==> config.mk <==
export PLATFORM = sky130hd
export DESIGN_NAME = ucm_core
export DESIGN_NICKNAME = d
export VERILOG_FILES = /design/src/design/ucm_pkg.sv /design/src/design/ucm_core.sv
export SDC_FILE = /design/constraint.sdc
export NUM_CORES = 1
export LEC_CHECK = 0
export BUFFER_PORTS_ARGS = -buffer_cell sky130_fd_sc_hd__buf_4
export CAP_MARGIN = 20
export CORE_MARGIN = 4
export CORE_UTILIZATION = 30
export DETAILED_ROUTE_END_ITERATION = 6
export PLACE_DENSITY = 0.47
export SLEW_MARGIN = 30
export SYNTH_ARGS = -nofsm -noshare
export SYNTH_HDL_FRONTEND = slang
export SYNTH_SLANG_ARGS = --single-unit
==> constraint.sdc <==
create_clock -name clk -period 7.9 [get_ports clk]
set_input_delay 0.79 -clock clk [delete_from_list [all_inputs] [get_ports clk]]
set_output_delay 0.79 -clock clk [all_outputs]
set_load 0.01 [all_outputs]
==> src/design/ucm_pkg.sv <==
// Functional notes
// Frequency: first channel counted directly, divided time base forms the gate.
// Accumulator is two decade count stages plus six decades, eight in total.
// At gate end the count is latched and shown with point and annunciator.
// Cycle timing: hold display, clear gate, latch counters, then reset counters.
// Period: count divided time base over exactly one second channel period.
// Averaged period: count raw time base, gate spans ten-to-n second periods.
// Width: count divided time base for one second channel pulse width.
// Averaged width: raw time base counted over ten-to-n widths via divider.
// Width counting follows high or low portions per second channel slope.
// Interval pulse starts on first channel edge, ends on second, per slopes.
// Interval with variable clock: divided time base counted over one pulse.
// Averaged interval: divider forms gate of ten-to-n pulses, raw base counted.
// Events during B: time base off, first channel counted over ten-to-n widths.
// Ratio: time base off, first channel counted over ten-to-n second cycles.
// Accumulate events: first channel counted only while start/stop asserted.
// Manual timing: channels ignored, divided base counted, start/stop gates.
// Upper six decades with their latches form one counter/latch unit.
// Scan oscillator makes time slots, scan clock, overflow and BCD digit data.
// Leading zero digits of the shown result are blanked.
// Point position and four annunciators come from a mode and setting lookup.
// Past eight decades overflow lights and counting carries on.
// After clear, gate rises on first clock edge, falls on second, then stays low.
// Manual timing: changing the averaging setting resets the total to zero.
// Divider passes one edge per ten-to-the-n input edges, n from the setting.
// Display holds the last latched count while counting goes on. The two manual gate modes show the running total instead.
`default_nettype none
package ucm_pkg;
   localparam int DATA_W = 32;
   localparam int ADDR_W = 4;
   localparam int DIGITS = 8;
   localparam logic [ADDR_W-1:0] REG_CTRL = 4'h0;
   localparam logic [ADDR_W-1:0] REG_STATUS = 4'h4;
   localparam logic [ADDR_W-1:0] REG_RESULT = 4'h8;
   localparam logic [ADDR_W-1:0] REG_LIVE = 4'hC;
   localparam int CTRL_MODE_LSB = 0;
   localparam int CTRL_AVG_LSB = 4;
   localparam int CTRL_SLOPE_A = 8;
   localparam int CTRL_SLOPE_B = 9;
   localparam int CTRL_START = 10;
   localparam int CTRL_CLEAR = 11;
   localparam logic [2:0] AVG_RESET = 3'h0;
   localparam int CLK_PERIOD_NS = 25;
   localparam int TB_PERIOD_NS = 100;
   localparam int TB_DIV = TB_PERIOD_NS / CLK_PERIOD_NS;
   localparam int HOLD_TIME_MS = 100;
   localparam int HOLD_CYCLES_DEF = HOLD_TIME_MS * 1000000 / CLK_PERIOD_NS;
   localparam int SCAN_TIME_US = 250;
   localparam int SCAN_CYCLES_DEF = SCAN_TIME_US * 1000 / CLK_PERIOD_NS;

   typedef enum logic [3:0] {
      MODE_FREQ = 4'h0,
      MODE_PERIOD = 4'h1,
      MODE_PERIOD_AVG = 4'h2,
      MODE_WIDTH = 4'h3,
      MODE_WIDTH_AVG = 4'h4,
      MODE_INTERVAL = 4'h5,
      MODE_INTERVAL_AVG = 4'h6,
      MODE_EVENTS_DURING = 4'h7,
      MODE_RATIO = 4'h8,
      MODE_ACCUMULATE_EVENTS = 4'h9,
      MODE_MANUAL = 4'hA
   } ucm_mode_t;

   typedef enum logic [2:0] {
      ST_CLEAR = 3'h0,
      ST_ARM = 3'h1,
      ST_MEASURE = 3'h3,
      ST_LOAD = 3'h2,
      ST_RESET = 3'h6,
      ST_HOLD = 3'h7
   } ucm_state_t;

   typedef struct packed {
      logic scanClk;
      logic overflow;
      logic [2:0] slot;
      logic [3:0] bcd;
      logic blank;
      logic dp;
      logic [5:0] annun;
   } ucm_disp_t;

   localparam ucm_disp_t DISP_RESET = '0;

   function automatic logic [23:0] ucm_pow10(input logic [2:0] n);
      case (n)
         3'h0: ucm_pow10 = 24'h000001;
         3'h1: ucm_pow10 = 24'h00000A;
         3'h2: ucm_pow10 = 24'h000064;
         3'h3: ucm_pow10 = 24'h0003E8;
         3'h4: ucm_pow10 = 24'h002710;
         3'h5: ucm_pow10 = 24'h0186A0;
         3'h6: ucm_pow10 = 24'h0F4240;
         default: ucm_pow10 = 24'h989680;
      endcase
   endfunction : ucm_pow10
endpackage : ucm_pkg
`default_nettype wire

==> src/design/ucm_core.sv <==
`default_nettype none
module ucm_core
   import ucm_pkg::*;
#(
   parameter int HoldCycles = HOLD_CYCLES_DEF,
   parameter int ScanCycles = SCAN_CYCLES_DEF
) (
   input wire logic clk,
   input wire logic sys_rst,
   input wire logic [ADDR_W-1:0] regAddr,
   input wire logic [DATA_W-1:0] regWrData,
   input wire logic regWr,
   input wire logic regRd,
   output logic [DATA_W-1:0] regRdData,
   input wire logic firstInputChannel,
   input wire logic secondInputChannel,
   input wire logic remoteStartStop,
   output ucm_disp_t disp,
   output logic gateOut
);
   localparam int HOLD_W = $clog2(HoldCycles);
   localparam int SCAN_W = $clog2(ScanCycles);
   localparam int TB_W = $clog2(TB_DIV);

   if (HoldCycles < 2 || ScanCycles < 2 || TB_DIV < 2) begin : g_check
      $error("ucm_core: hold, scan and time base counts must be at least 2");
   end

   // Pin synchronisers; inputs are sampled at the system clock rate
   logic [1:0] aSync_reg;
   logic [1:0] bSync_reg;
   logic [1:0] remSync_reg;
   always_ff @(posedge clk or posedge sys_rst) begin
      if (sys_rst) begin
         aSync_reg <= 2'h0;
         bSync_reg <= 2'h0;
         remSync_reg <= 2'h0;
      end else begin
         aSync_reg <= {aSync_reg[0], firstInputChannel};
         bSync_reg <= {bSync_reg[0], secondInputChannel};
         remSync_reg <= {remSync_reg[0], remoteStartStop};
      end
   end

   // Control register
   ucm_mode_t mode_reg;
   logic [2:0] averagingCountSetting_reg;
   logic slopeA_reg;
   logic slopeB_reg;
   logic panelStart_reg;
   logic clearReq_reg;
   logic modeChange_reg;
   logic avgChange_reg;
   always_ff @(posedge clk or posedge sys_rst) begin
      if (sys_rst) begin
         mode_reg <= MODE_FREQ;
         averagingCountSetting_reg <= AVG_RESET;
         slopeA_reg <= 1'b0;
         slopeB_reg <= 1'b0;
         panelStart_reg <= 1'b0;
         clearReq_reg <= 1'b0;
         modeChange_reg <= 1'b0;
         avgChange_reg <= 1'b0;
      end else begin
         clearReq_reg <= 1'b0;
         modeChange_reg <= 1'b0;
         avgChange_reg <= 1'b0;
         if (regWr && regAddr == REG_CTRL) begin
            mode_reg <= ucm_mode_t'(regWrData[CTRL_MODE_LSB +: 4]);
            averagingCountSetting_reg <= regWrData[CTRL_AVG_LSB +: 3];
            slopeA_reg <= regWrData[CTRL_SLOPE_A];
            slopeB_reg <= regWrData[CTRL_SLOPE_B];
            panelStart_reg <= regWrData[CTRL_START];
            clearReq_reg <= regWrData[CTRL_CLEAR];
            modeChange_reg <= regWrData[CTRL_MODE_LSB +: 4] != mode_reg;
            avgChange_reg <= regWrData[CTRL_AVG_LSB +: 3] != averagingCountSetting_reg;
         end
      end
   end

   // Mode decode
   logic isAvg;
   logic isWidth;
   logic isInterval;
   logic manualGate;
   logic countFirst;
   logic countDivided;
   always_comb begin
      isAvg = mode_reg inside {MODE_PERIOD_AVG, MODE_WIDTH_AVG, MODE_INTERVAL_AVG,
                               MODE_EVENTS_DURING, MODE_RATIO};
      isWidth = mode_reg inside {MODE_WIDTH, MODE_WIDTH_AVG, MODE_INTERVAL,
                                 MODE_INTERVAL_AVG, MODE_EVENTS_DURING};
      isInterval = mode_reg inside {MODE_INTERVAL, MODE_INTERVAL_AVG};
      manualGate = mode_reg inside {MODE_ACCUMULATE_EVENTS, MODE_MANUAL};
      countFirst = mode_reg inside {MODE_FREQ, MODE_EVENTS_DURING, MODE_RATIO,
                                    MODE_ACCUMULATE_EVENTS};
      countDivided = mode_reg inside {MODE_PERIOD, MODE_WIDTH, MODE_INTERVAL, MODE_MANUAL};
   end

   // Slope selection and edge detection
   logic aLvl;
   logic bLvl;
   logic aPrev_reg;
   logic bPrev_reg;
   logic remPrev_reg;
   logic aRise;
   logic bRise;
   // Slope picks portion
   assign aLvl = aSync_reg[1] ^ slopeA_reg;
   assign bLvl = bSync_reg[1] ^ slopeB_reg;
   assign aRise = aLvl & ~aPrev_reg;
   assign bRise = bLvl & ~bPrev_reg;
   always_ff @(posedge clk or posedge sys_rst) begin
      if (sys_rst) begin
         aPrev_reg <= 1'b0;
         bPrev_reg <= 1'b0;
         remPrev_reg <= 1'b0;
      end else begin
         aPrev_reg <= aLvl;
         bPrev_reg <= bLvl;
         remPrev_reg <= remSync_reg[1];
      end
   end

   // Time base tick, one per 100 ns
   logic [TB_W-1:0] tbCnt_reg;
   logic tbTick;
   assign tbTick = tbCnt_reg == TB_W'(TB_DIV - 1);
   always_ff @(posedge clk or posedge sys_rst) begin
      if (sys_rst) begin
         tbCnt_reg <= '0;
      end else begin
         tbCnt_reg <= tbTick ? '0 : tbCnt_reg + 1'b1;
      end
   end

   ucm_state_t state_reg;
   logic gateOpen_reg;
   logic gateDone_reg;
   logic interval_reg;
   logic pulsePrev_reg;
   logic armed;
   assign armed = state_reg == ST_ARM || state_reg == ST_MEASURE;

   // Interval pulse generator
   always_ff @(posedge clk or posedge sys_rst) begin
      if (sys_rst) begin
         interval_reg <= 1'b0;
      end else if (state_reg == ST_CLEAR) begin
         interval_reg <= 1'b0;
      end else if (armed && !interval_reg && aRise) begin
         interval_reg <= 1'b1;
      end else if (interval_reg && bRise) begin
         interval_reg <= 1'b0;
      end
   end

   logic pulseLvl;
   logic pulseRise;
   logic pulseFall;
   assign pulseLvl = isInterval ? interval_reg : bLvl;
   assign pulseRise = pulseLvl & ~pulsePrev_reg;
   assign pulseFall = ~pulseLvl & pulsePrev_reg;
   always_ff @(posedge clk or posedge sys_rst) begin
      if (sys_rst) begin
         pulsePrev_reg <= 1'b0;
      end else begin
         pulsePrev_reg <= pulseLvl;
      end
   end

   // Decade divider
   logic [23:0] divCnt_reg;
   logic divIn;
   logic divOut;
   always_comb begin
      case (mode_reg)
         MODE_PERIOD_AVG, MODE_RATIO: divIn = pulseRise & gateOpen_reg;
         // Events gate by widths
         MODE_WIDTH_AVG, MODE_INTERVAL_AVG, MODE_EVENTS_DURING: begin
            divIn = pulseFall & gateOpen_reg;
         end
         MODE_ACCUMULATE_EVENTS: divIn = 1'b0;
         default: divIn = tbTick;
      endcase
   end
   // One out per ten-to-n in
   assign divOut = divIn && divCnt_reg == ucm_pow10(averagingCountSetting_reg) - 24'h000001;
   always_ff @(posedge clk or posedge sys_rst) begin
      if (sys_rst) begin
         divCnt_reg <= '0;
      end else if (state_reg == ST_CLEAR || divOut) begin
         divCnt_reg <= '0;
      end else if (divIn) begin
         divCnt_reg <= divCnt_reg + 24'h000001;
      end
   end

   // Gate generator
   logic gateOpenEv;
   logic gateCloseEv;
   always_comb begin
      // Frequency gate from divider
      gateOpenEv = !gateOpen_reg && !gateDone_reg && state_reg == ST_ARM && !manualGate &&
                   (mode_reg == MODE_FREQ ? divOut : pulseRise);
      gateCloseEv = 1'b0;
      if (gateOpen_reg) begin
         if (mode_reg == MODE_FREQ || isAvg) begin
            // Ten-to-n gate
            gateCloseEv = divOut;
         end else if (mode_reg == MODE_PERIOD) begin
            // One period
            gateCloseEv = pulseRise;
         end else begin
            // One width
            gateCloseEv = pulseFall;
         end
      end
   end
   // Rise once, fall once
   always_ff @(posedge clk or posedge sys_rst) begin
      if (sys_rst) begin
         gateOpen_reg <= 1'b0;
         gateDone_reg <= 1'b0;
      end else if (state_reg == ST_CLEAR) begin
         gateOpen_reg <= 1'b0;
         gateDone_reg <= 1'b0;
      end else if (gateCloseEv) begin
         gateOpen_reg <= 1'b0;
         gateDone_reg <= 1'b1;
      end else if (gateOpenEv) begin
         gateOpen_reg <= 1'b1;
      end
   end

   // Start/stop: remote level change toggles the manual timer
   logic remoteToggle_reg;
   logic runLvl;
   always_ff @(posedge clk or posedge sys_rst) begin
      if (sys_rst) begin
         remoteToggle_reg <= 1'b0;
      end else if (remSync_reg[1] != remPrev_reg) begin
         remoteToggle_reg <= ~remoteToggle_reg;
      end
   end
   // Panel or remote change
   assign runLvl = mode_reg == MODE_MANUAL ? panelStart_reg ^ remoteToggle_reg
                                           : panelStart_reg | remSync_reg[1];

   logic gateActive;
   logic countSrc;
   logic countEv;
   always_comb begin
      // Manual gate modes
      gateActive = manualGate ? runLvl : gateOpen_reg;
      if (countFirst) begin
         // Count first channel
         countSrc = aRise;
      end else if (countDivided) begin
         // Divided time base
         countSrc = divOut;
      end else begin
         // Raw time base
         countSrc = tbTick;
      end
      // Only during pulse
      countEv = countSrc & gateActive & (!isWidth | pulseLvl);
   end

   // Accumulator: stages 0 and 1 plus six-decade unit
   logic [3:0] cnt_reg [DIGITS];
   logic [3:0] cntNext [DIGITS];
   logic carryOut;
   logic ovf_reg;
   logic cntReset;
   // Setting change clears
   assign cntReset = state_reg == ST_RESET || clearReq_reg || modeChange_reg ||
                     (mode_reg == MODE_MANUAL && avgChange_reg);
   // Eight decade carry chain
   always_comb begin
      logic carry;
      carry = countEv;
      for (int i = 0; i < DIGITS; i++) begin
         if (carry && cnt_reg[i] == 4'h9) begin
            cntNext[i] = 4'h0;
         end else begin
            cntNext[i] = cnt_reg[i] + {3'h0, carry};
            carry = 1'b0;
         end
      end
      carryOut = carry;
   end
   // Overflow, counting continues
   always_ff @(posedge clk or posedge sys_rst) begin
      if (sys_rst) begin
         for (int i = 0; i < DIGITS; i++) begin
            cnt_reg[i] <= 4'h0;
         end
         ovf_reg <= 1'b0;
      end else if (cntReset) begin
         for (int i = 0; i < DIGITS; i++) begin
            cnt_reg[i] <= 4'h0;
         end
         ovf_reg <= 1'b0;
      end else begin
         cnt_reg <= cntNext;
         ovf_reg <= ovf_reg | carryOut;
      end
   end

   // Measurement cycle timing
   logic [HOLD_W-1:0] holdCnt_reg;
   // Clear, latch, reset, hold
   always_ff @(posedge clk or posedge sys_rst) begin
      if (sys_rst) begin
         state_reg <= ST_CLEAR;
      end else if (modeChange_reg || avgChange_reg || clearReq_reg) begin
         state_reg <= ST_CLEAR;
      end else begin
         case (state_reg)
            ST_CLEAR: state_reg <= ST_ARM;
            ST_ARM: state_reg <= gateOpenEv ? ST_MEASURE : ST_ARM;
            ST_MEASURE: state_reg <= gateCloseEv ? ST_LOAD : ST_MEASURE;
            ST_LOAD: state_reg <= ST_RESET;
            ST_RESET: state_reg <= ST_HOLD;
            ST_HOLD: begin
               if (holdCnt_reg == HOLD_W'(HoldCycles - 1)) begin
                  state_reg <= ST_CLEAR;
               end
            end
            default: state_reg <= ST_CLEAR;
         endcase
      end
   end
   always_ff @(posedge clk or posedge sys_rst) begin
      if (sys_rst) begin
         holdCnt_reg <= '0;
      end else if (state_reg == ST_HOLD) begin
         holdCnt_reg <= holdCnt_reg + 1'b1;
      end else begin
         holdCnt_reg <= '0;
      end
   end

   // Display latch; manual gate modes track the running total
   logic [3:0] latch_reg [DIGITS];
   logic latchOvf_reg;
   // Hold latched count
   always_ff @(posedge clk or posedge sys_rst) begin
      if (sys_rst) begin
         for (int i = 0; i < DIGITS; i++) begin
            latch_reg[i] <= 4'h0;
         end
         latchOvf_reg <= 1'b0;
      end else if (state_reg == ST_LOAD || (manualGate && state_reg == ST_ARM)) begin
         // Latch at gate end
         latch_reg <= cnt_reg;
         latchOvf_reg <= ovf_reg;
      end
   end

   // Point and annunciator lookup
   logic [2:0] dpPos;
   logic [3:0] annunLook;
   always_comb begin
      dpPos = 3'h0;
      annunLook = 4'h0;
      case (mode_reg)
         MODE_FREQ: begin
            dpPos = averagingCountSetting_reg == 3'h0 ? 3'h0 : averagingCountSetting_reg - 3'h1;
            annunLook = 4'h1;
         end
         MODE_PERIOD_AVG, MODE_WIDTH_AVG, MODE_INTERVAL_AVG: begin
            dpPos = averagingCountSetting_reg == 3'h7 ? 3'h7 : averagingCountSetting_reg + 3'h1;
            annunLook = 4'h2;
         end
         MODE_PERIOD, MODE_WIDTH, MODE_INTERVAL, MODE_MANUAL: begin
            dpPos = averagingCountSetting_reg == 3'h0 ? 3'h1 : 3'h0;
            annunLook = 4'h2;
         end
         MODE_RATIO, MODE_EVENTS_DURING: begin
            dpPos = averagingCountSetting_reg;
            annunLook = 4'h4;
         end
         default: annunLook = 4'h8;
      endcase
   end

   // Leading zero blanking
   logic [2:0] topDigit;
   always_comb begin
      topDigit = dpPos;
      for (int i = 0; i < DIGITS; i++) begin
         if (latch_reg[i] != 4'h0 && 3'(i) > topDigit) begin
            topDigit = 3'(i);
         end
      end
   end

   // Scan oscillator and time slots
   logic [SCAN_W-1:0] scanCnt_reg;
   logic [2:0] slot_reg;
   logic scanStep;
   assign scanStep = scanCnt_reg == SCAN_W'(ScanCycles - 1);
   always_ff @(posedge clk or posedge sys_rst) begin
      if (sys_rst) begin
         scanCnt_reg <= '0;
         slot_reg <= 3'h0;
      end else begin
         scanCnt_reg <= scanStep ? '0 : scanCnt_reg + 1'b1;
         if (scanStep) begin
            slot_reg <= slot_reg + 3'h1;
         end
      end
   end
   // Multiplexed digit output
   always_ff @(posedge clk or posedge sys_rst) begin
      if (sys_rst) begin
         disp <= DISP_RESET;
      end else begin
         // Toggle with the shown slot so scan clock and slot move on one edge
         if (slot_reg != disp.slot) begin
            disp.scanClk <= ~disp.scanClk;
         end
         disp.overflow <= latchOvf_reg;
         disp.slot <= slot_reg;
         disp.bcd <= latch_reg[slot_reg];
         disp.blank <= slot_reg > topDigit;
         disp.dp <= dpPos != 3'h0 && slot_reg == dpPos;
         disp.annun <= {latchOvf_reg, gateActive, annunLook};
      end
   end

   always_ff @(posedge clk or posedge sys_rst) begin
      if (sys_rst) begin
         gateOut <= 1'b0;
      end else begin
         gateOut <= gateActive;
      end
   end

   // Register read port; unmapped offsets read zero
   always_ff @(posedge clk or posedge sys_rst) begin
      if (sys_rst) begin
         regRdData <= '0;
      end else if (regRd) begin
         if (regAddr == REG_CTRL) begin
            regRdData <= {20'h00000, 1'b0, panelStart_reg, slopeB_reg, slopeA_reg,
                          1'b0, averagingCountSetting_reg, mode_reg};
         end else if (regAddr == REG_STATUS) begin
            regRdData <= {26'h0000000, state_reg, ovf_reg, gateDone_reg, gateActive};
         end else if (regAddr == REG_RESULT) begin
            regRdData <= {latch_reg[7], latch_reg[6], latch_reg[5], latch_reg[4],
                          latch_reg[3], latch_reg[2], latch_reg[1], latch_reg[0]};
         end else if (regAddr == REG_LIVE) begin
            regRdData <= {cnt_reg[7], cnt_reg[6], cnt_reg[5], cnt_reg[4],
                          cnt_reg[3], cnt_reg[2], cnt_reg[1], cnt_reg[0]};
         end else begin
            regRdData <= '0;
         end
      end else begin
         regRdData <= '0;
      end
   end
endmodule : ucm_core
`default_nettype wire

## Word-level counts from Yosys, hierarchy flattened

Cells that the tools add are included.

- Bits of input ports: 43
- Logic and storage cells: 284
- Register bits after elaboration: 211
- Output and inout bits: 50

- Bitwise operators: 21
- Reductions and logical operators: 71
- Mux-type cells: 71
- Add/sub/neg operators: 16
- Magnitude comparators: 10
- Equality and inequality tests: 43

Operators with widths:

| kind | count |
|---|---|
| 32-bit 2-to-1 mux | 6 |
| 24-bit case mux with 7 select lines | 1 |
| 4-bit equality test (second input constant) | 13 |
| 24-bit 2-to-1 mux | 2 |
| 4-bit 2-to-1 mux | 10 |
| 4-bit nonzero test | 10 |
| 3-bit 2-to-1 mux | 12 |
| 4-bit by 1-bit adder with 4-bit output | 8 |
| 1-bit 2-to-1 mux | 31 |
| 1-bit logical AND | 28 |
| 24-bit by 1-bit adder with 24-bit output (second input constant) | 1 |
| 24-bit equality test | 1 |
| 24-bit by 1-bit subtractor with 24-bit output (second input constant) | 1 |
| 22-bit by 1-bit adder with 22-bit output (second input constant) | 1 |
| 22-bit equality test (second input constant) | 1 |
| 22-bit 2-to-1 mux | 1 |
| 4-bit by 3-bit equality test with 1-bit output (second input constant) | 5 |
| 3-bit equality test (second input constant) | 6 |
| 3-bit case mux with 6 select lines | 1 |
| 14-bit by 1-bit adder with 14-bit output (second input constant) | 1 |
| 14-bit equality test (second input constant) | 1 |
| 14-bit 2-to-1 mux | 1 |
| 4-bit binary-select mux with 3-bit select | 1 |
| 3-bit by 2-bit equality test with 1-bit output (second input constant) | 4 |
| other kinds (37) | 85 |

## Logic depth before layout (Yosys ltp)

- Word-level depth: 30
- Mapped depth: 20
- Mapped depth without buffers: 16

## Worst setup path before layout

Ideal clock, no wire load.

- Kind: register to register
- From: register averagingCountSetting_reg[0]
- To: register cnt_reg[7] (netlist name)
- Cell stages (with the launch flop): 19
- Data required time: 7.806 ns
- Path buffers: 3
- Clock period less this slack: 4.062 ns
- Data arrival time: 3.968 ns
- Setup time: 0.094 ns
- Setup slack: 3.838 ns
- Cells stage by stage: dfrtp_1 > clkbuf_1 > inv_1 > ha_1 > buf_2 > nand2b_1 > ha_1 > nand2b_1 > o41a_1 > or2_0 > a2111oi_0 > and4_1 > clkbuf_2 > a31oi_4 > nor4_1 > ha_1 > nand3_1 > xor2_1 > a211oi_1

- Cells in the longest elaborated chain, start to end: 24
- Elaborated cells on any way between the ends: 31
- Those cells by class: add/sub (2); eq/ne (7); mux (11); bitwise (2); reduce/logical (9)

RTL lines:

| element | line | source |
|---|---|---|
| start, declared | ucm_core.sv:47 | `logic [2:0] averagingCountSetting_reg;` |
| start signal, assigned | ucm_core.sv:70 | `averagingCountSetting_reg <= regWrData[CTRL_AVG_LSB +: 3];` |
| 3-bit equality test, or another cell as far along | ucm_pkg.sv:87 | `case (n)` |
| 24-bit case mux with 7 select lines * | ucm_pkg.sv:87 |  |
| 24-bit by 1-bit subtractor with 24-bit output * | ucm_core.sv:188 | `assign divOut = divIn && divCnt_reg == ucm_pow10(averagingCountSetting_reg) - 24'h000001;` |
| 24-bit equality test * | ucm_core.sv:188 |  |
| 1-bit logical AND * | ucm_core.sv:188 |  |
| 1-bit 2-to-1 mux * | ucm_core.sv:259 | `end else if (countDivided) begin` |
| 1-bit 2-to-1 mux * | ucm_core.sv:256 | `if (countFirst) begin` |
| 1-bit AND * (2 in a row) | ucm_core.sv:267 | `countEv = countSrc & gateActive & (!isWidth \| pulseLvl);` |
| [... 7 more ...] | -- |  |
| 1-bit 2-to-1 mux * | ucm_core.sv:284 | `if (carry && cnt_reg[i] == 4'h9) begin` |
| 1-bit logical AND | ucm_core.sv:284 |  |
| 1-bit 2-to-1 mux * | ucm_core.sv:284 |  |
| 1-bit logical AND | ucm_core.sv:284 |  |
| 1-bit 2-to-1 mux * | ucm_core.sv:284 |  |
| 4-bit by 1-bit adder with 4-bit output / 1-bit logical AND (equally long branches) | ucm_core.sv:287, ucm_core.sv:284 |  |
| 4-bit 2-to-1 mux * | ucm_core.sv:284 |  |
| 32-bit 2-to-1 mux * | ucm_core.sv:300 | `end else if (cntReset) begin` |
| end signal, assigned | ucm_core.sv:306 | `cnt_reg <= cntNext;` |
| end, declared | ucm_core.sv:271 | `logic [3:0] cnt_reg [DIGITS];` |

Mark *: on every way between the ends. The rest lies on a longest branch, timed or not.
A chain may end at the register's enable or synchronous reset.

## Final worst setup path

- From: register averagingCountSetting_reg[0]
- To: register cnt_reg[3] (netlist name)

- Cells in the longest elaborated chain, start to end: 26
- Elaborated cells on any way between the ends: 33
- Those cells by class: add/sub (2); eq/ne (7); mux (12); bitwise (2); reduce/logical (10)

RTL lines:

| element | line |
|---|---|
| 3-bit equality test, or another cell as far along | ucm_pkg.sv:87 |
| 24-bit case mux with 7 select lines * | ucm_pkg.sv:87 |
| 24-bit by 1-bit subtractor with 24-bit output * | ucm_core.sv:188 |
| 24-bit equality test * | ucm_core.sv:188 |
| 1-bit logical AND * | ucm_core.sv:188 |
| 1-bit 2-to-1 mux * | ucm_core.sv:259 |
| 1-bit 2-to-1 mux * | ucm_core.sv:256 |
| 1-bit AND * (2 in a row) | ucm_core.sv:267 |
| [... 9 more ...] | -- |
| 1-bit 2-to-1 mux * | ucm_core.sv:284 |
| 1-bit logical AND | ucm_core.sv:284 |
| 1-bit 2-to-1 mux * | ucm_core.sv:284 |
| 1-bit logical AND | ucm_core.sv:284 |
| 1-bit 2-to-1 mux * | ucm_core.sv:284 |
| 4-bit by 1-bit adder with 4-bit output / 1-bit logical AND (equally long branches) | ucm_core.sv:287, ucm_core.sv:284 |
| 4-bit 2-to-1 mux * | ucm_core.sv:284 |
| 32-bit 2-to-1 mux * | ucm_core.sv:300 |

Marks and branches as above.

==> results by group <==
Synth
  • Synth top area share: 0.477
  • Area of the mapped netlist: approximately 0.011 mm2
  • Post-synth top flop: sky130_fd_sc_hd__dfrtp_1
  • Share of the yosys chip area belonging to registers: 0.477
  • Post-synthesis area per instance: 10.6 um2
  • Cell taking the most area after synthesis: sky130_fd_sc_hd__dfrtp_1
  • Number of register bits inferred by synthesis: about 210
  • Synthesized Nets: 1105
  • Synthesized netlist cell count: roughly 1000
  • Ys async rst share: 1.00
  • Number of warnings issued by yosys: 0
  • Number of library cell types mapped by synthesis: 86
  • Number of flops mapped to enable cells by yosys: 0
  • Synth top area cells: sky130_fd_sc_hd__dfrtp_1 48%, sky130_fd_sc_hd__mux2_2 5.2%, sky130_fd_sc_hd__xnor2_1 4.2%, sky130_fd_sc_hd__nor2_1 4.0%, sky130_fd_sc_hd__xor2_1 3.9%

STA
  • FMAX: 194 MHz
  • Shortest period the worst path allows: 5.16 ns
  • Sum of negative setup slack: 0 ns
  • Measured slew at the worst slew-check pin: 0.948 ns
  • Relative slew slack: 0.368
  • Hold Violations, Final: 0
  • RSZ-0062 raised after global routing: no
  • Number of pins exceeding their max-slew limit in the final report: 0
  • Final setup skew: 0.0142 ns
  • Total setup violations reported at the end of the flow: 0
  • Part of the cycle the worst path needs: 0.654

GRT
  • Pin count of the biggest net entering global routing: 141
  • Total routing resource utilization after global routing: 0.143
  • Wire length of the first global-routing pass: ~46000 um
  • Remaining global-route overflow: 0
  • Via count of the first global-routing pass: 8073
  • Antenna violations before repair: 0

Floorplan
  • Number of top-level pins: 93
  • Die width: 199 um
  • Chip height: approximately 200 um
  • Initial core utilization: 0.306
  • # rows: a little under 70
  • DIE AREA: 0.0397 mm2
  • Core box area: 0.0358 mm2

Critical path
  • Cell depth of the worst flop-to-flop path: 15
  • Type of the worst setup path: reg -> reg
  • R2r endpoint: cnt_reg[3]
  • Required arrival time at the worst endpoint: around 8.3 ns
  • Arrival time of data at the critical path endpoint: 5.59 ns
  • Kind of capture point of the worst setup path: flip-flop
  • CP startpoint kind: flip-flop
  • Worst reg2reg path startpoint: averagingCountSetting_reg[0]
  • Crit path max fanout: 18
  • Crit. Startpoint: averagingCountSetting_reg[0]
  • Flop2flop setup slack: 2.74 ns

Clock network
  • Clock sink total: 209
  • Master cell of the clock root buffer: sky130_fd_sc_hd__clkbuf_16
  • Insertion delay to the later sink of the worst-skew pair: 0.52 ns
  • Total of hold buffers inserted after clock tree synthesis: 0
  • Clock transition at the register clock pins on the worst setup and hold paths after CTS: 0.06 ns
  • Number of setup buffers added after CTS: 0
  • Post-cts gate resize count: 0
  • H-tree level count: 1
  • Clock tree buffer depth: 3
  • TritonCTS clock tree: done
  • Number of buffers added by the clock tree synthesis step: 26

Place
  • Area after detailed placement: 0.0119 mm2
  • Post-DP HPWL: ~19000 um
  • Placer Congestion: 0.796
  • Buffers added on ports: 71
  • Total instance count after detailed placement: 1516

Final layout
  • Fraction of layout instances using a drive strength above 1: 0.185
  • Leading cell types in the layout, fill and taps excluded: 209 x sky130_fd_sc_hd__dfrtp_1, 116 x sky130_fd_sc_hd__nor2_1, 77 x sky130_fd_sc_hd__buf_4
  • Final antenna diode count: 0
  • Finished Layout Cells: 1561
  • Synthesis-to-finish area growth: 16.5%
  • Most frequent standard cell in the layout excluding fill and tap cells: sky130_fd_sc_hd__dfrtp_1
  • Final Cell Area: 0.0128 mm2
  • Number of nets in the final layout: 1156

Hold path
  • Worst Hold End: aSync_reg[1]
  • Hold path startpoint: aSync_reg[0]
  • Min-delay worst type: reg -> reg
  • Hold Path Cell Cnt: 0

Power and ir drop
  • Worst VDD drop: approximately 130 uV
  • Leakage power summed over all cells: 5.68 nW
  • Pwr/cell area: around 250 mW/mm2

Drt
  • Via-per-instance ratio: 5.11
  • Routed wire per std cell: 18.0 um
  • Sum of routed wire length over all layers: 28100 um
  • Vias: 7974
  • Pre-antenna DRT Iters: 5
  • Antenna violation net count after detailed routing: 0
  • Initial detailed-routing violation count: 495
  • Drc violations: 0

Job
  • Max-cap violations: 0

Status
  • Status: completed
==> report_power, final <==
| group | total (mW) | leakage [nW] | switching, mW | internal [mW] |
|---|---|---|---|---|
| sequential | 1.27 | 2.82 | 0.116 | 1.15 |
| combinational | 0.702 | 2.41 | 0.398 | 0.304 |
| clock | 1.25 | 0.444 | 0.450 | 0.801 |
| total | 3.22 | 5.68 | 0.964 | 2.26 |
==> worst max path at each step <==
| stage | to | slack (ns) |
|---|---|---|
| after global routing | cnt_reg[11] | 2.17 |
| after CTS | cnt_reg[3] | 2.73 |
| final | cnt_reg[3] | 2.74 |
| after floorplan | aPrev_reg | 1.40 |
| after global placement | cnt_reg[3] | 2.78 |
| after detailed placement | cnt_reg[3] | 2.77 |
==> through the flow <==
step | utilization | hold WS [ns] | power (mW) | worst slack, ns
after floorplan | - | 0.331 | 1.78 | 1.40
after global placement | 0.331 | 0.332 | 1.98 | 2.78
after detailed placement | 0.331 | 0.336 | 1.99 | 2.77
after CTS | 0.356 | 0.342 | 3.26 | 2.73
after global routing | 0.357 | 0.355 | 3.40 | 2.17
final | 0.357 | 0.341 | 3.22 | 2.74
==> cell families (layout without fill, tap and decap cells) <==
group,Yosys count,in the layout,synth area share
AND/OR/NAND/NOR,380,380,0.183
flip-flops,209,209,0.477
AO/OA/AOI/OAI,163,163,0.107
XOR/XNOR,102,102,0.0814
buffers and inverters,81,149,0.0365
multiplexers,67,67,0.0806
adder cells (fa/ha/maj),30,30,0.0342
==> critical path, stage by stage (launching register included) <==
cell and delay, ns:
sky130_fd_sc_hd__dfrtp_1 0.74, sky130_fd_sc_hd__inv_1 0.29, sky130_fd_sc_hd__ha_1 0.52, sky130_fd_sc_hd__nand2b_1 0.27, sky130_fd_sc_hd__ha_1 0.31, sky130_fd_sc_hd__nand2b_1 0.21
sky130_fd_sc_hd__o41a_1 0.39, sky130_fd_sc_hd__or2_0 0.21, sky130_fd_sc_hd__a2111oi_0 0.37, sky130_fd_sc_hd__and4_1 0.45, sky130_fd_sc_hd__a31oi_4 0.24, sky130_fd_sc_hd__nor4_1 0.37
sky130_fd_sc_hd__ha_1 0.25, sky130_fd_sc_hd__nand3_1 0.10, sky130_fd_sc_hd__xor2_1 0.15, sky130_fd_sc_hd__a211oi_1 0.21
==> routing by layer <==
| metal | up-vias | global-route usage | wire length, um |
|---|---|---|---|
| met2 | 148 | 0.226 | 12900 |
| met3 | 31 | 0.0197 | 1030 |
| met1 | 3987 | 0.209 | 13700 |
| met5 | - | 0 | 0 |
| met4 | 0 | 0.0319 | 515 |
| li1 | 3808 | - | - |
==> cell usage after synthesis (all sizes together), types with 7 or more instances <==
| library cell | number |
|---|---|
| and4 | 7 |
| and2 | 13 |
| nor3 | 25 |
| nor2 | 116 |
| nand2b | 15 |
| inv | 26 |
| nor4 | 18 |
| or2 | 7 |
| a22oi | 28 |
| mux4 | 12 |
| nand2 | 57 |
| buf | 31 |
| o21ai | 20 |
| or3 | 13 |
| nand4 | 13 |
| nor2b | 11 |
| and3 | 20 |
| mux2 | 51 |
| clkbuf | 24 |
| xnor2 | 53 |
| nand3 | 35 |
| a21oi | 37 |
| ha | 30 |
| a211oi | 22 |
| dfrtp | 209 |
| xor2 | 49 |
==> final cells by class <==
type | count | area (um2)
flip-flops and latches | 209 | 5230
clock buffers | 35 | 726
well taps | 461 | 577
fillers | 3546 | 23000
inverters | 26 | 110
repair buffers | 78 | 589
clock inverters | 10 | 175
multi-input cells | 742 | 5370
Power figures use the tool's default switching activity.
